--- src/logic/csm_pkg.sv ---
// shared constants and types of the clock select and monitor block
package csm_pkg;

  // system clock rate and detector threshold
  localparam int CLK_FREQ_HZ   = 250_000_000;
  localparam int DET_THRESH_HZ = 2_000;
  localparam int DET_CYCLES    = CLK_FREQ_HZ / DET_THRESH_HZ;

  // clock sources
  localparam int NUM_SRC = 5;
  localparam int SRC_W   = 3;
  localparam int DIV_W   = 4;
  localparam logic [SRC_W-1:0] SRC_RC     = 3'h0;
  localparam logic [SRC_W-1:0] SRC_XTAL48 = 3'h1;
  localparam logic [SRC_W-1:0] SRC_RTC    = 3'h2;
  localparam logic [SRC_W-1:0] SRC_DEBUG  = 3'h3;
  localparam logic [SRC_W-1:0] SRC_EXT    = 3'h4;

  // sleep clock sources
  localparam logic [1:0] RTC_RC32   = 2'h0;
  localparam logic [1:0] RTC_XTAL32 = 2'h1;
  localparam logic [1:0] RTC_PIN    = 2'h2;

  // register offsets
  localparam int ADDR_W = 8;
  localparam logic [ADDR_W-1:0] OFS_CTRL = 8'h00;
  localparam logic [ADDR_W-1:0] OFS_GATE = 8'h04;
  localparam logic [ADDR_W-1:0] OFS_DIV  = 8'h08;
  localparam logic [ADDR_W-1:0] OFS_STAT = 8'h0C;
  localparam logic [ADDR_W-1:0] OFS_MASK = 8'h10;
  localparam logic [ADDR_W-1:0] OFS_STBY = 8'h14;

  // control register fields
  localparam int CTRL_SEL_LSB  = 0;
  localparam int CTRL_RTC_LSB  = 3;
  localparam int CTRL_PIN_LSB  = 5;
  localparam int CTRL_DET_EN   = 7;
  localparam int CTRL_DRST_EN  = 8;
  localparam int CTRL_MON_MAIN = 9;
  localparam int CTRL_MON_RTC  = 10;
  localparam int CTRL_RC_FAST  = 11;
  localparam int CTRL_W        = 12;
  localparam logic [CTRL_W-1:0] CTRL_RESET = 12'h780;
  localparam logic [NUM_SRC-1:0] GATE_RESET = 5'h1F;

  // status and mask fields
  localparam int ST_FAULT_MAIN  = 0;
  localparam int ST_FAULT_RTC   = 1;
  localparam int ST_SWITCH_DONE = 2;
  localparam int ST_WAKE        = 3;
  localparam int ST_EVT_W       = 4;
  localparam int ST_CUR_LSB     = 8;
  localparam int ST_BUSY        = 11;

  // source switch sequencer states
  typedef enum logic [2:0] {
    SW_RUN    = 3'b001,
    SW_DRAIN  = 3'b010,
    SW_SETTLE = 3'b100
  } csm_sw_state_t;

endpackage

--- src/logic/csm_prescaler.sv ---
// gated prescaler for one sampled clock source
`timescale 1ns/10ps
module csm_prescaler #(
  parameter int DIV_W = 4
) (
  // clock and reset
  input  wire logic             clk_sys_in,
  input  wire logic             rst_in,
  // source and settings
  input  wire logic             src_in,
  input  wire logic             gate_en_in,
  input  wire logic [DIV_W-1:0] ratio_in,
  // divided clock
  output logic                  clk_out
);

  logic             src_prev_reg;
  logic [DIV_W-1:0] cnt_reg;
  logic [DIV_W-1:0] cnt_next;
  logic             clk_next;
  wire              src_rise  = src_in & ~src_prev_reg;
  wire              cnt_last  = (cnt_reg == ratio_in - {{(DIV_W-1){1'b0}}, 1'b1});
  wire              pass_thru = (ratio_in == '0);

  // ratio zero passes the source, else output toggles every ratio rising edges
  always_comb begin
    cnt_next = cnt_reg;
    clk_next = clk_out;
    if (!gate_en_in) begin
      cnt_next = '0;
      clk_next = 1'b0;
    end else if (pass_thru) begin
      cnt_next = '0;
      clk_next = src_in;
    end else if (src_rise) begin
      cnt_next = cnt_last ? '0 : cnt_reg + {{(DIV_W-1){1'b0}}, 1'b1};
      clk_next = cnt_last ? ~clk_out : clk_out;
    end
  end

  // state flops
  always_ff @(posedge clk_sys_in) begin
    if (rst_in) begin
      src_prev_reg <= 1'b0;
      cnt_reg      <= '0;
      clk_out      <= 1'b0;
    end else begin
      src_prev_reg <= src_in;
      cnt_reg      <= cnt_next;
      clk_out      <= clk_next;
    end
  end

endmodule

--- src/logic/csm_clock_ctrl.sv ---
// clock source selection, gating, prescaling and clock loss detection
// What this block does
// - After startup the main core clock runs from the internal RC oscillator, 3 or 12 MHz.
// - Normal operation takes the main core clock from the 48 MHz crystal.
// - Standby clock comes from 32 kHz RC, 32 kHz crystal or a digital pin.
// - Debug mode may select the debug port clock pin as main core clock.
// - The external clock pin is also a selectable main core clock source.
// - Every generated clock has its own software gate.
// - Every clock has its own software-set prescaler.
// - Detector watches main clock, sleep clock or both during sleep (sleep_mode_in) only; standby alone does not enable it.
// - Monitored clock below about 2 kHz causes a chip reset.
// - Detector and its reset are on after reset; software may disable each.
// - Standby stops the processor clock; interrupt unit clock keeps running.
// - Supply drop below power-on level resets the whole clock logic.
//
// Local design decisions: the address-and-strobe port and the address map.
`timescale 1ns/10ps
module csm_clock_ctrl
  import csm_pkg::*;
#(
  parameter int DET_LIMIT = csm_pkg::DET_CYCLES
) (
  // clock and resets
  input  wire logic                        clk_sys_in,
  input  wire logic                        rst_in,
  input  wire logic                        supply_por_in,
  // sampled clock sources
  input  wire logic                        rc_osc_in,
  input  wire logic                        xtal48_in,
  input  wire logic                        rc32_in,
  input  wire logic                        xtal32_in,
  input  wire logic [3:0]                  digital_pin_in,
  input  wire logic                        debug_port_clock_pin_in,
  input  wire logic                        external_clock_pin_in,
  // power mode
  input  wire logic                        sleep_mode_in,
  input  wire logic                        irq_wake_in,
  // register port
  input  wire logic [csm_pkg::ADDR_W-1:0]  reg_addr_in,
  input  wire logic [31:0]                 reg_wdata_in,
  input  wire logic                        reg_wr_in,
  input  wire logic                        reg_rd_in,
  output logic [31:0]                      reg_rdata_out,
  // clocks out
  output logic                             main_core_clock_out,
  output logic                             cpu_clock_out,
  output logic                             irq_unit_clock_out,
  output logic                             sleep_clock_out,
  output logic                             rc_fast_sel_out,
  // reset and interrupt
  output logic                             chip_reset_out,
  output logic                             irq_out
);

  import csm_pkg::*;

  // register storage
  logic [CTRL_W-1:0]        ctrl_reg;
  logic [NUM_SRC-1:0]       gate_reg;
  logic [NUM_SRC*DIV_W-1:0] div_reg;
  logic [ST_EVT_W-1:0]      stat_reg;
  logic [ST_EVT_W-1:0]      mask_reg;
  logic                     standby_reg;
  logic [SRC_W-1:0]         cur_sel_reg;
  csm_sw_state_t            sw_state_reg;
  csm_sw_state_t            sw_state_next;
  logic                     main_clock_next;
  logic [31:0]              rdata_next;
  logic [1:0]               det_fault;
  logic [1:0]               mon_prev_reg;
  logic [31:0]              det_cnt_reg [2];

  // global reset folds in the supply drop
  // supply drop reset
  wire rst_int = rst_in | supply_por_in;

  // write decode
  wire wr_ctrl = reg_wr_in && (reg_addr_in == OFS_CTRL);
  wire wr_gate = reg_wr_in && (reg_addr_in == OFS_GATE);
  wire wr_div  = reg_wr_in && (reg_addr_in == OFS_DIV);
  wire wr_stat = reg_wr_in && (reg_addr_in == OFS_STAT);
  wire wr_mask = reg_wr_in && (reg_addr_in == OFS_MASK);
  wire wr_stby = reg_wr_in && (reg_addr_in == OFS_STBY);

  // control fields
  wire [SRC_W-1:0] sel_req   = ctrl_reg[CTRL_SEL_LSB +: SRC_W];
  wire [1:0]       rtc_src   = ctrl_reg[CTRL_RTC_LSB +: 2];
  wire [1:0]       pin_sel   = ctrl_reg[CTRL_PIN_LSB +: 2];
  wire             det_en    = ctrl_reg[CTRL_DET_EN];
  wire             drst_en   = ctrl_reg[CTRL_DRST_EN];
  wire             sel_legal = (sel_req < SRC_W'(NUM_SRC));
  wire             sw_req    = sel_legal && (sel_req != cur_sel_reg);

  // sleep clock source mux, pin source limited to digital pins 0..3
  // sleep clock mux
  wire rtc_raw = (rtc_src == RTC_RC32)   ? rc32_in :
                 (rtc_src == RTC_XTAL32) ? xtal32_in :
                 (rtc_src == RTC_PIN)    ? digital_pin_in[pin_sel] : 1'b0;

  // raw source vector, index is the source code
  // source vector
  wire [NUM_SRC-1:0] src_raw = {external_clock_pin_in, debug_port_clock_pin_in,
                                rtc_raw, xtal48_in, rc_osc_in};
  wire [NUM_SRC-1:0] src_div;

  // one gate and one prescaler per source
  // gate and prescaler
  for (genvar g = 0; g < NUM_SRC; g++) begin : g_src
    csm_prescaler #(
      .DIV_W (DIV_W)
    ) u_presc (
      .clk_sys_in (clk_sys_in),
      .rst_in     (rst_int),
      .src_in     (src_raw[g]),
      .gate_en_in (gate_reg[g]),
      .ratio_in   (div_reg[g*DIV_W +: DIV_W]),
      .clk_out    (src_div[g])
    );
  end

  // glitch-free switch: finish high phase, park low, wait new source low
  // glitch-free switch
  always_comb begin
    sw_state_next = sw_state_reg;
    unique case (sw_state_reg)
      SW_RUN: begin
        if (sw_req) sw_state_next = SW_DRAIN;
      end
      SW_DRAIN: begin
        if (!main_core_clock_out) sw_state_next = SW_SETTLE;
      end
      SW_SETTLE: begin
        if (!src_div[cur_sel_reg]) sw_state_next = SW_RUN;
      end
    endcase
  end

  // main clock follows the current source in run, and in drain until it falls
  assign main_clock_next = ((sw_state_reg == SW_RUN) ||
                            ((sw_state_reg == SW_DRAIN) && main_core_clock_out)) ?
                           src_div[cur_sel_reg] : 1'b0;

  // clock loss detectors on the raw main source and the sleep clock
  // watch main and sleep clocks
  wire [1:0] mon_src = {rtc_raw, src_raw[cur_sel_reg]};
  wire [1:0] mon_en  = {ctrl_reg[CTRL_MON_RTC], ctrl_reg[CTRL_MON_MAIN]};
  for (genvar m = 0; m < 2; m++) begin : g_det
    wire edge_seen = mon_src[m] & ~mon_prev_reg[m];
    assign det_fault[m] = det_en && mon_en[m] && sleep_mode_in &&
                          (det_cnt_reg[m] == 32'(DET_LIMIT - 1));
    always_ff @(posedge clk_sys_in) begin
      if (rst_int) begin
        mon_prev_reg[m] <= 1'b0;
        det_cnt_reg[m]  <= '0;
      end else begin
        mon_prev_reg[m] <= mon_src[m];
        det_cnt_reg[m]  <= (edge_seen || !sleep_mode_in || det_fault[m]) ? '0 :
                           det_cnt_reg[m] + 32'h1;
      end
    end
  end

  // sticky events, a new event wins over a write-one clear
  wire [ST_EVT_W-1:0] evt_set = {irq_wake_in & standby_reg,
                                 (sw_state_reg == SW_SETTLE) && !src_div[cur_sel_reg],
                                 det_fault[1], det_fault[0]};
  wire [ST_EVT_W-1:0] evt_clr = wr_stat ? reg_wdata_in[ST_EVT_W-1:0] : '0;
  wire [ST_EVT_W-1:0] stat_next = (stat_reg & ~evt_clr) | evt_set;

  // read mux, unmapped addresses read zero
  always_comb begin
    rdata_next = 32'h0;
    unique case (reg_addr_in)
      OFS_CTRL: rdata_next[CTRL_W-1:0] = ctrl_reg;
      OFS_GATE: rdata_next[NUM_SRC-1:0] = gate_reg;
      OFS_DIV:  rdata_next[NUM_SRC*DIV_W-1:0] = div_reg;
      OFS_STAT: begin
        rdata_next[ST_EVT_W-1:0] = stat_reg;
        rdata_next[ST_CUR_LSB +: SRC_W] = cur_sel_reg;
        rdata_next[ST_BUSY] = (sw_state_reg != SW_RUN);
      end
      OFS_MASK: rdata_next[ST_EVT_W-1:0] = mask_reg;
      OFS_STBY: rdata_next[0] = standby_reg;
      default:  rdata_next = 32'h0;
    endcase
  end

  // software registers; detector and its reset start enabled
  // detector on at reset
  always_ff @(posedge clk_sys_in) begin
    if (rst_int) begin
      ctrl_reg <= CTRL_RESET;
      gate_reg <= GATE_RESET;
      div_reg  <= '0;
      mask_reg <= '0;
      stat_reg <= '0;
    end else begin
      if (wr_ctrl) ctrl_reg <= reg_wdata_in[CTRL_W-1:0];
      if (wr_gate) gate_reg <= reg_wdata_in[NUM_SRC-1:0];
      if (wr_div)  div_reg  <= reg_wdata_in[NUM_SRC*DIV_W-1:0];
      if (wr_mask) mask_reg <= reg_wdata_in[ST_EVT_W-1:0];
      stat_reg <= stat_next;
    end
  end

  // processor standby: set by software, left on a wake interrupt
  // standby entry and exit
  always_ff @(posedge clk_sys_in) begin
    if (rst_int) begin
      standby_reg <= 1'b0;
    end else if (irq_wake_in) begin
      standby_reg <= 1'b0;
    end else if (wr_stby) begin
      standby_reg <= reg_wdata_in[0];
    end
  end

  // switch sequencer, reset selects the RC oscillator
  // reset to RC source
  always_ff @(posedge clk_sys_in) begin
    if (rst_int) begin
      sw_state_reg <= SW_RUN;
      cur_sel_reg  <= SRC_RC;
    end else begin
      sw_state_reg <= sw_state_next;
      // an illegal code written during a drain keeps the old source
      if ((sw_state_reg == SW_DRAIN) && !main_core_clock_out && sel_legal) begin
        cur_sel_reg <= sel_req;
      end
    end
  end

  // clock outputs; interrupt unit clock never stops for standby
  // clock split
  always_ff @(posedge clk_sys_in) begin
    if (rst_int) begin
      main_core_clock_out <= 1'b0;
      cpu_clock_out       <= 1'b0;
      irq_unit_clock_out  <= 1'b0;
      sleep_clock_out     <= 1'b0;
      rc_fast_sel_out     <= 1'b0;
      irq_out             <= 1'b0;
      reg_rdata_out       <= 32'h0;
    end else begin
      main_core_clock_out <= main_clock_next;
      cpu_clock_out       <= main_clock_next & ~standby_reg;
      irq_unit_clock_out  <= main_clock_next;
      sleep_clock_out     <= src_div[SRC_RTC];
      rc_fast_sel_out     <= ctrl_reg[CTRL_RC_FAST];
      irq_out             <= |(stat_next & mask_reg);
      reg_rdata_out       <= reg_rd_in ? rdata_next : 32'h0;
    end
  end

  // chip reset from supply drop or an enabled detector trip
  // chip reset
  always_ff @(posedge clk_sys_in) begin
    if (rst_in) begin
      chip_reset_out <= 1'b0;
    end else begin
      chip_reset_out <= supply_por_in | (drst_en & (|det_fault));
    end
  end

  // checks
  AST_RESET_RC: assert property (
    @(posedge clk_sys_in) $fell(rst_int) |-> (cur_sel_reg == SRC_RC) && det_en && drst_en)
    else $error("reset did not select the RC source with detector on");

  AST_SETTLE_LOW: assert property (
    @(posedge clk_sys_in) disable iff (rst_int)
    (sw_state_reg == SW_DRAIN) && !main_core_clock_out |=> !main_core_clock_out [*2])
    else $error("main clock not parked low across a switch");

  AST_DET_TRIP: assert property (
    @(posedge clk_sys_in) disable iff (rst_in)
    (|det_fault) && drst_en |=> chip_reset_out)
    else $error("detector trip did not reset the chip");

  AST_DET_QUIET: assert property (
    @(posedge clk_sys_in) disable iff (rst_in)
    !supply_por_in && !drst_en |=> !chip_reset_out)
    else $error("chip reset with detector reset disabled");

  AST_DET_OFF: assert property (
    @(posedge clk_sys_in) disable iff (rst_int)
    !sleep_mode_in |-> det_fault == 2'b00)
    else $error("detector tripped outside sleep");

  AST_STANDBY: assert property (
    @(posedge clk_sys_in) disable iff (rst_int)
    standby_reg && !irq_wake_in && !wr_stby |=> !cpu_clock_out && standby_reg)
    else $error("processor clock running in standby");

  AST_IRQ_CLK: assert property (
    @(posedge clk_sys_in) disable iff (rst_int)
    irq_unit_clock_out == main_core_clock_out)
    else $error("interrupt unit clock differs from main clock");

  AST_POR: assert property (
    @(posedge clk_sys_in) disable iff (rst_in)
    supply_por_in |=> chip_reset_out ##1 (cur_sel_reg == SRC_RC))
    else $error("supply drop did not reset the block");

  AST_GATE: assert property (
    @(posedge clk_sys_in) disable iff (rst_int)
    !gate_reg[SRC_RTC] [*3] |-> !sleep_clock_out)
    else $error("gated sleep clock still toggling");

endmodule

--- config.mk ---
export PLATFORM = sky130hd
export DESIGN_NAME = csm_clock_ctrl
export DESIGN_NICKNAME = d
export VERILOG_FILES = /design/src/logic/csm_pkg.sv /design/src/logic/csm_prescaler.sv /design/src/logic/csm_clock_ctrl.sv
export SDC_FILE = /design/constraint.sdc
export NUM_CORES = 1
export LEC_CHECK = 0
export ABC_AREA = 1
export BUFFER_PORTS_ARGS = -buffer_cell sky130_fd_sc_hd__buf_2
export CAP_MARGIN = 20
export CORE_UTILIZATION = 50
export DETAILED_ROUTE_END_ITERATION = 12
export PLACE_DENSITY = 0.73
export SYNTH_ARGS = -nofsm -noshare
export SYNTH_HDL_FRONTEND = slang
export SYNTH_SLANG_ARGS = --single-unit
--- constraint.sdc ---
create_clock -name clk_sys_in -period 1.75 [get_ports clk_sys_in]
set_input_delay 0.2625 -clock clk_sys_in [delete_from_list [all_inputs] [get_ports clk_sys_in]]
set_output_delay 0.2625 -clock clk_sys_in [all_outputs]
set_load 0.005 [all_outputs]
# --- Yosys cells after proc, flatten, opt, wreduce, memory -nomap -nowiden ---
# Memory sizes are Yosys's and may differ from the RTL's.
# Cells that the tools add are included.
classes:
  addsub: 12
  magnitude_cmp: 3
  eq_ne: 22
  muxes: 47
  bitwise_logic: 36
  reduce_logical: 63
ops:
  columns: ["operator", "n"]
  rows:
  - ["32-bit two-way mux", 4]
  - ["32-bit by 1-bit adder with 32-bit output (second input constant)", 2]
  - ["32-bit by 17-bit == test with 1-bit output (second input constant)", 2]
  - ["1-bit two-way mux", 25]
  - ["4-bit two-way mux", 6]
  - ["4-bit by 1-bit adder with 4-bit output (second input constant)", 5]
  - ["4-bit == test", 5]
  - ["4-bit zero test", 5]
  - ["2-bit nonzero test", 10]
  - ["4-bit by 1-bit subtractor with 4-bit output (second input constant)", 5]
  - ["1-bit inverter", 19]
  - ["3-bit OR reduction", 6]
  - ["1-bit logical AND", 17]
  - ["8-bit by 4-bit == test with 1-bit output (second input constant)", 2]
  - ["8-bit by 5-bit == test with 1-bit output (second input constant)", 2]
  - ["2-bit OR reduction", 8]
  - ["3-bit case mux with 5 select lines", 1]
  - ["4-bit case mux with 3 select lines", 1]
  - ["2-bit AND reduction", 5]
  - ["1-bit bitwise AND", 9]
  - ["3-bit two-way mux", 3]
  - ["3-bit case mux with 3 select lines", 1]
  - ["4-bit bitwise AND", 2]
  - ["8-bit by 3-bit == test with 1-bit output (second input constant)", 1]
  - ["other kinds (25)", 37]
word_totals:
  ff_bits: 121
  ramBits: 64
  output_inout_bits: 39
  elab_cells: 217
  mem_count: 1
mem_list:
  columns: ["memory", "depth", "word_bits", "rd", "rd_ports_with_merged_regs", "write_ports", "line_no", "text"]
  rows:
  - ["det_cnt_reg", 2, 32, 2, 0, 2, "csm_clock_ctrl.sv:71", "logic [31:0] det_cnt_reg [2];"]

# --- Logic depth before layout (Yosys ltp) ---
depth:
  word_depth: 12
  depth_mapped: 14
  depth_no_buf: 13

# --- Modules after synthesis ---
# A second synthesis with hierarchy kept.
unflattened:
  hier_cells: 1292
  area_unflattened_um2: 9082.5
modules_own_cells:
  columns: ["module", "instances", "cells_each", "area_per_inst_um2", "seq_area_each_um2"]
  rows:
  - ["csm_clock_ctrl", 1, 957, 6817.8, 2882.8]
  - ["csm_prescaler", 5, 67, 452.9, 120.1]

# --- Worst setup path before layout ---
# OpenSTA, ideal clock, no wires.
synth_timing:
  path_kind: "reg2reg"
  start: "memory det_cnt_reg[0][0]"
  end: "memory det_cnt_reg[0][26]"
  setup_ns: 0.064
  arrival_time_ns: 1.495
  slack_ns: 0.191
  stages_incl_launch_ff: 11
  period_less_slack_ns: 1.559
  cell_sequence: "dfxtp_1 -> ha_1 -> nand3_1 -> inv_1 -> nand2_2 -> nor2_4 -> nand3_2 -> nor2_1 -> xor2_1 -> inv_1 -> nor2_1"
synth_rtl:
  columns: ["element", "line_no"]
  rows:
  - ["from (decl)", "csm_clock_ctrl.sv:71"]

# --- Worst setup path in the final report ---
layout_timing:
  start: "register div_reg[8]"
  end: "register g_src[2].u_presc.clk_out"
layout_via:
  elab_chain_len: 4
  word_cells_on_any_way: 7
layout_rtl:
  columns: ["element", "line_no", "text"]
  rows:
  - ["from (decl)", "csm_clock_ctrl.sv:60", "logic [NUM_SRC*DIV_W-1:0] div_reg;"]
  - ["from (signal assigned)", "csm_clock_ctrl.sv:200", "if (wr_div) div_reg <= reg_wdata_in[NUM_SRC*DIV_W-1:0];"]
  - ["4-bit by 1-bit subtractor with 4-bit output", "csm_prescaler.sv:22", "wire cnt_last = (cnt_reg == ratio_in - {{(DIV_W-1){1'b0}}, 1'b1});"]
  - ["4-bit == test", "csm_prescaler.sv:22", null]
  - ["2-bit nonzero test (no line)", null, null]
  - ["2-bit AND reduction (no line)", null, null]
  - ["to (signal assigned)", "csm_prescaler.sv:50", "clk_out <= clk_next;"]
  - ["to (decl)", "csm_prescaler.sv:14", "output logic clk_out"]
# Parallel ways exist; a longest one is shown, timed or not.
# A chain may end at the register's enable or synchronous reset.

==> impl_metrics.tcl <==
set metrics [dict create \
    outcome "finished clean" \
    synth.ff_latch_count 173 \
    cp_common_cell "nand2_1" \
    synth_edf_count 0 \
    skew_ns 0.006811 \
    grt_start_max_net_pins 40 \
    ant_nets 0 \
    period_needed_ns 1.659 \
    drc_errors 0 \
    die_h_um 133.3 \
    ff_latch_area_um2 3478 \
    n_antenna_cell 0 \
    area_delta_synth_final_pct 19.67 \
    wl_per_cell_um 13.75 \
    cts_root_buffer "clkbuf_16" \
    startpoint "div_reg[8]" \
    fillers 1498 \
    cts_sinks 173 \
    seq_area_frac_synth_pct 40.15 \
    dp.cells 1531 \
    p_comb_share_pct 3.5 \
    switching_share_pct 23.11 \
    fmax_mhz 602.9 \
    synth-simple-area-share_pct 32.14 \
    drv_cap 0 \
    firstDrtPassIters 7 \
    startpoint_type "flip-flop" \
    r2r_start "div_reg[8]" \
    crit_chain "inv_2 > ha_1 > or2_2 > nand3_1 > nand4_1 > nor2_2 > nand2_1 > nand2_1 > nand3_1 > nand2_1 > inv_1" \
    grt_overflow 0 \
    postSynthCellCount 1217 \
    synthFlopType "dfxtp_1" \
    synth_top_family_by_area "simple AND/OR/NAND/NOR gates" \
    yosys_warnings 0 \
    multi_input_area_um2 4517 \
    synth_area_leaders "dfxtp_1 40%, nand2_1 10%, nor2_1 7.7%" \
    io_pins 96 \
    die-area_um2 17780 \
    top_usage_layer "met2" \
    grt_pass1_vias 7511 \
    track_usage_pct 24.29 \
    gr-usage-met1_pct 31.28 \
    worstPathMaxFanout 4 \
    clockBufferDepth 2 \
    clk_pin_slew_ns 0.07 \
    seqPwrFrac_pct 48.9 \
    rows 47 \
    final_layout_size_suffix_gt1_share_pct 17.36 \
    endpoint_kind "flip-flop" \
    grt_first_pass_wirelength_um 34410 \
    clkPwrFrac_pct 47.6 \
    leakagePower_nw 4.186 \
    grt_antenna_before_repair 0 \
    gp_congestion 0.8871 \
    initial_core_util_pct 51.65 \
    port_buffers 71 \
    synth_mux_area_share_pct 0 \
    p_total_mw 8.096 \
    synthXorXnorAreaFrac_pct 7.209 \
    slowest_stage "dfxtp_1" \
    avgSynthCellArea_um2 7.088 \
    synth_commonest_cells "231 x nand2_1, 178 x nor2_1, 173 x dfxtp_1" \
    intPower_mw 6.225 \
    ys_types 46 \
    cts_made_buffers 17 \
    arrival_ns 2.00 \
    grt_util_met2_pct 40.54 \
    report.final.slew_viol_count 0 \
    synth_fa_ha_area_share_pct 1.741 \
    cts_hold_buf 0 \
    peakVddDrop_mv 0.7481 \
    core_area_um2 16700 \
    vias 8107 \
    placed_cell_area_um2 9512 \
    hpwl_um 15720 \
    net-switching-power_mw 1.871 \
    synthArstFlopShare_pct 0 \
    tritoncts "built" \
    setup_viol 0 \
    final_cell_count_no_fill 1568 \
    drtIter0Drc 683 \
    yosysMostFrequentCell "nand2_1" \
    yosysTopAreaCellShare_pct 40.15 \
    viasPerCell 5.170 \
    largest_reg_flops 64 \
    path_class "flip-flop to flip-flop" \
    die_width_um 133.3 \
    timing.final.crit_share_pct 94.78 \
    reg2reg_depth 11 \
    clk_latency_ns 0.43 \
    slowest_delay_ns 0.37 \
    syn_area_um2 8626 \
    yosysTopAreaCell "dfxtp_1" \
    required_ns 2.09 \
    rsz0062_at_grt "yes" \
    p_per_area_nw_per_um2 784.3 \
    finalWirelength_um 21560 \
    htreeDepth 4 \
    synth-compound-area-share_pct 8.993 \
    hp-class "input port to flip-flop" \
    fin_area_um2 10320 \
    finalNetCount 1404 \
    whs_path_depth 2 \
    min-delay-start "irq_wake_in" \
    hold_viol 0 \
    use_met3_pct 4.490 \
]
[metal layers]
| metal | vias up | share of wire, % | wire [um] |
|---|---|---|---|
| li1 | 4128 | - | - |
| met1 | 3700 | 46 | 9970 |
| met2 | 240 | 47 | 10090 |
| met3 | 39 | 4.8 | 1040 |
| met4 | 0 | 2.1 | 462 |
| met5 | - | 0 | 0 |
[power by group through the flow]
stage	logic, mW	registers, mW	clock network [mW]
final	0.285	3.96	3.85
after floorplan	0.153	4.05	0
after global routing	0.314	3.96	4.05
after CTS	0.273	3.96	3.88
after global placement	0.267	4.05	0
after detailed placement	0.271	4.05	0
[final timing paths]
check / end / slack, ns
max: g_src[2].u_presc.clk_out / 0.09
max reg2reg: g_src[2].u_presc.clk_out / 0.09
min reg2reg: det_cnt_reg[1][0] / 0.46
min: standby_reg / 0.02
[what timing repair did]
item / 4_1_cts / 5_1_grt
resized for setup: 0 / 51
buffers inserted: 0 / 4
endpoints found under the setup margin: 0 / 65
[critical path: cells and delay by family (launching register included)]
kind	cells	cell delay, ns
flip-flops	1	0.37
AND/OR/NAND/NOR	8	0.89
adder cells (fa/ha/maj)	1	0.20
buffers and inverters	2	0.10
[metrics by stage]
step | setup TNS (ns) | hold WS, ns | util (%) | worst slack, ns
floorplan | 0 | 0.3349 | - | 0.1910
global placement | 0 | 0.4500 | 56.95 | 0.09414
detailed placement | 0 | 0.4613 | 56.95 | 0.03391
CTS | 0 | 0.008205 | 60.53 | 0.002902
global route | -0.07226 | 0.02529 | 61.81 | -0.04154
finish | 0 | 0.01605 | 61.81 | 0.09140
[layout by cell type (no fill, tap or decap), types with 4 or more instances in the layout]
cell       count
nand2_1      228
nor2_1       169
dfxtp_1      163
inv_1        162
buf_2         71
a21oi_1       68
o21ai_0       56
nand3_1       56
buf_4         46
xor2_1        44
nand4_1       43
nor3_1        41
xnor2_1       26
clkbuf_16     18
conb_1        12
or2_2         11
inv_2         10
nor3_2        10
dfxtp_2        9
nor2_4         8
ha_1           8
nor2_2         7
nor4_1         5
nor3b_1        5
inv_6          5
nand2_2        4
ha_4           4
buf_12         4
[kinds of logic (layout without fill, tap and decap cells)]
logic type,after synthesis,count (layout)
DFF,173,173
xor gates and xnor gates,71,71
AOI/OAI and AO/OA,145,145
and+or+nand+nor,608,608
adders and majority gates,12,12
other,1,12
buffers and inverters,207,327
[cell type report]
type	instances	share of cell area, %
multi-input combinational	848	43.76
sequential	173	33.70
timing repair buffer	122	7.806
inverter	173	6.291
clock buffer	18	4.255
tap	220	2.667
clock inverter	14	1.527
Note: power is estimated with default switching activity, not from simulation.
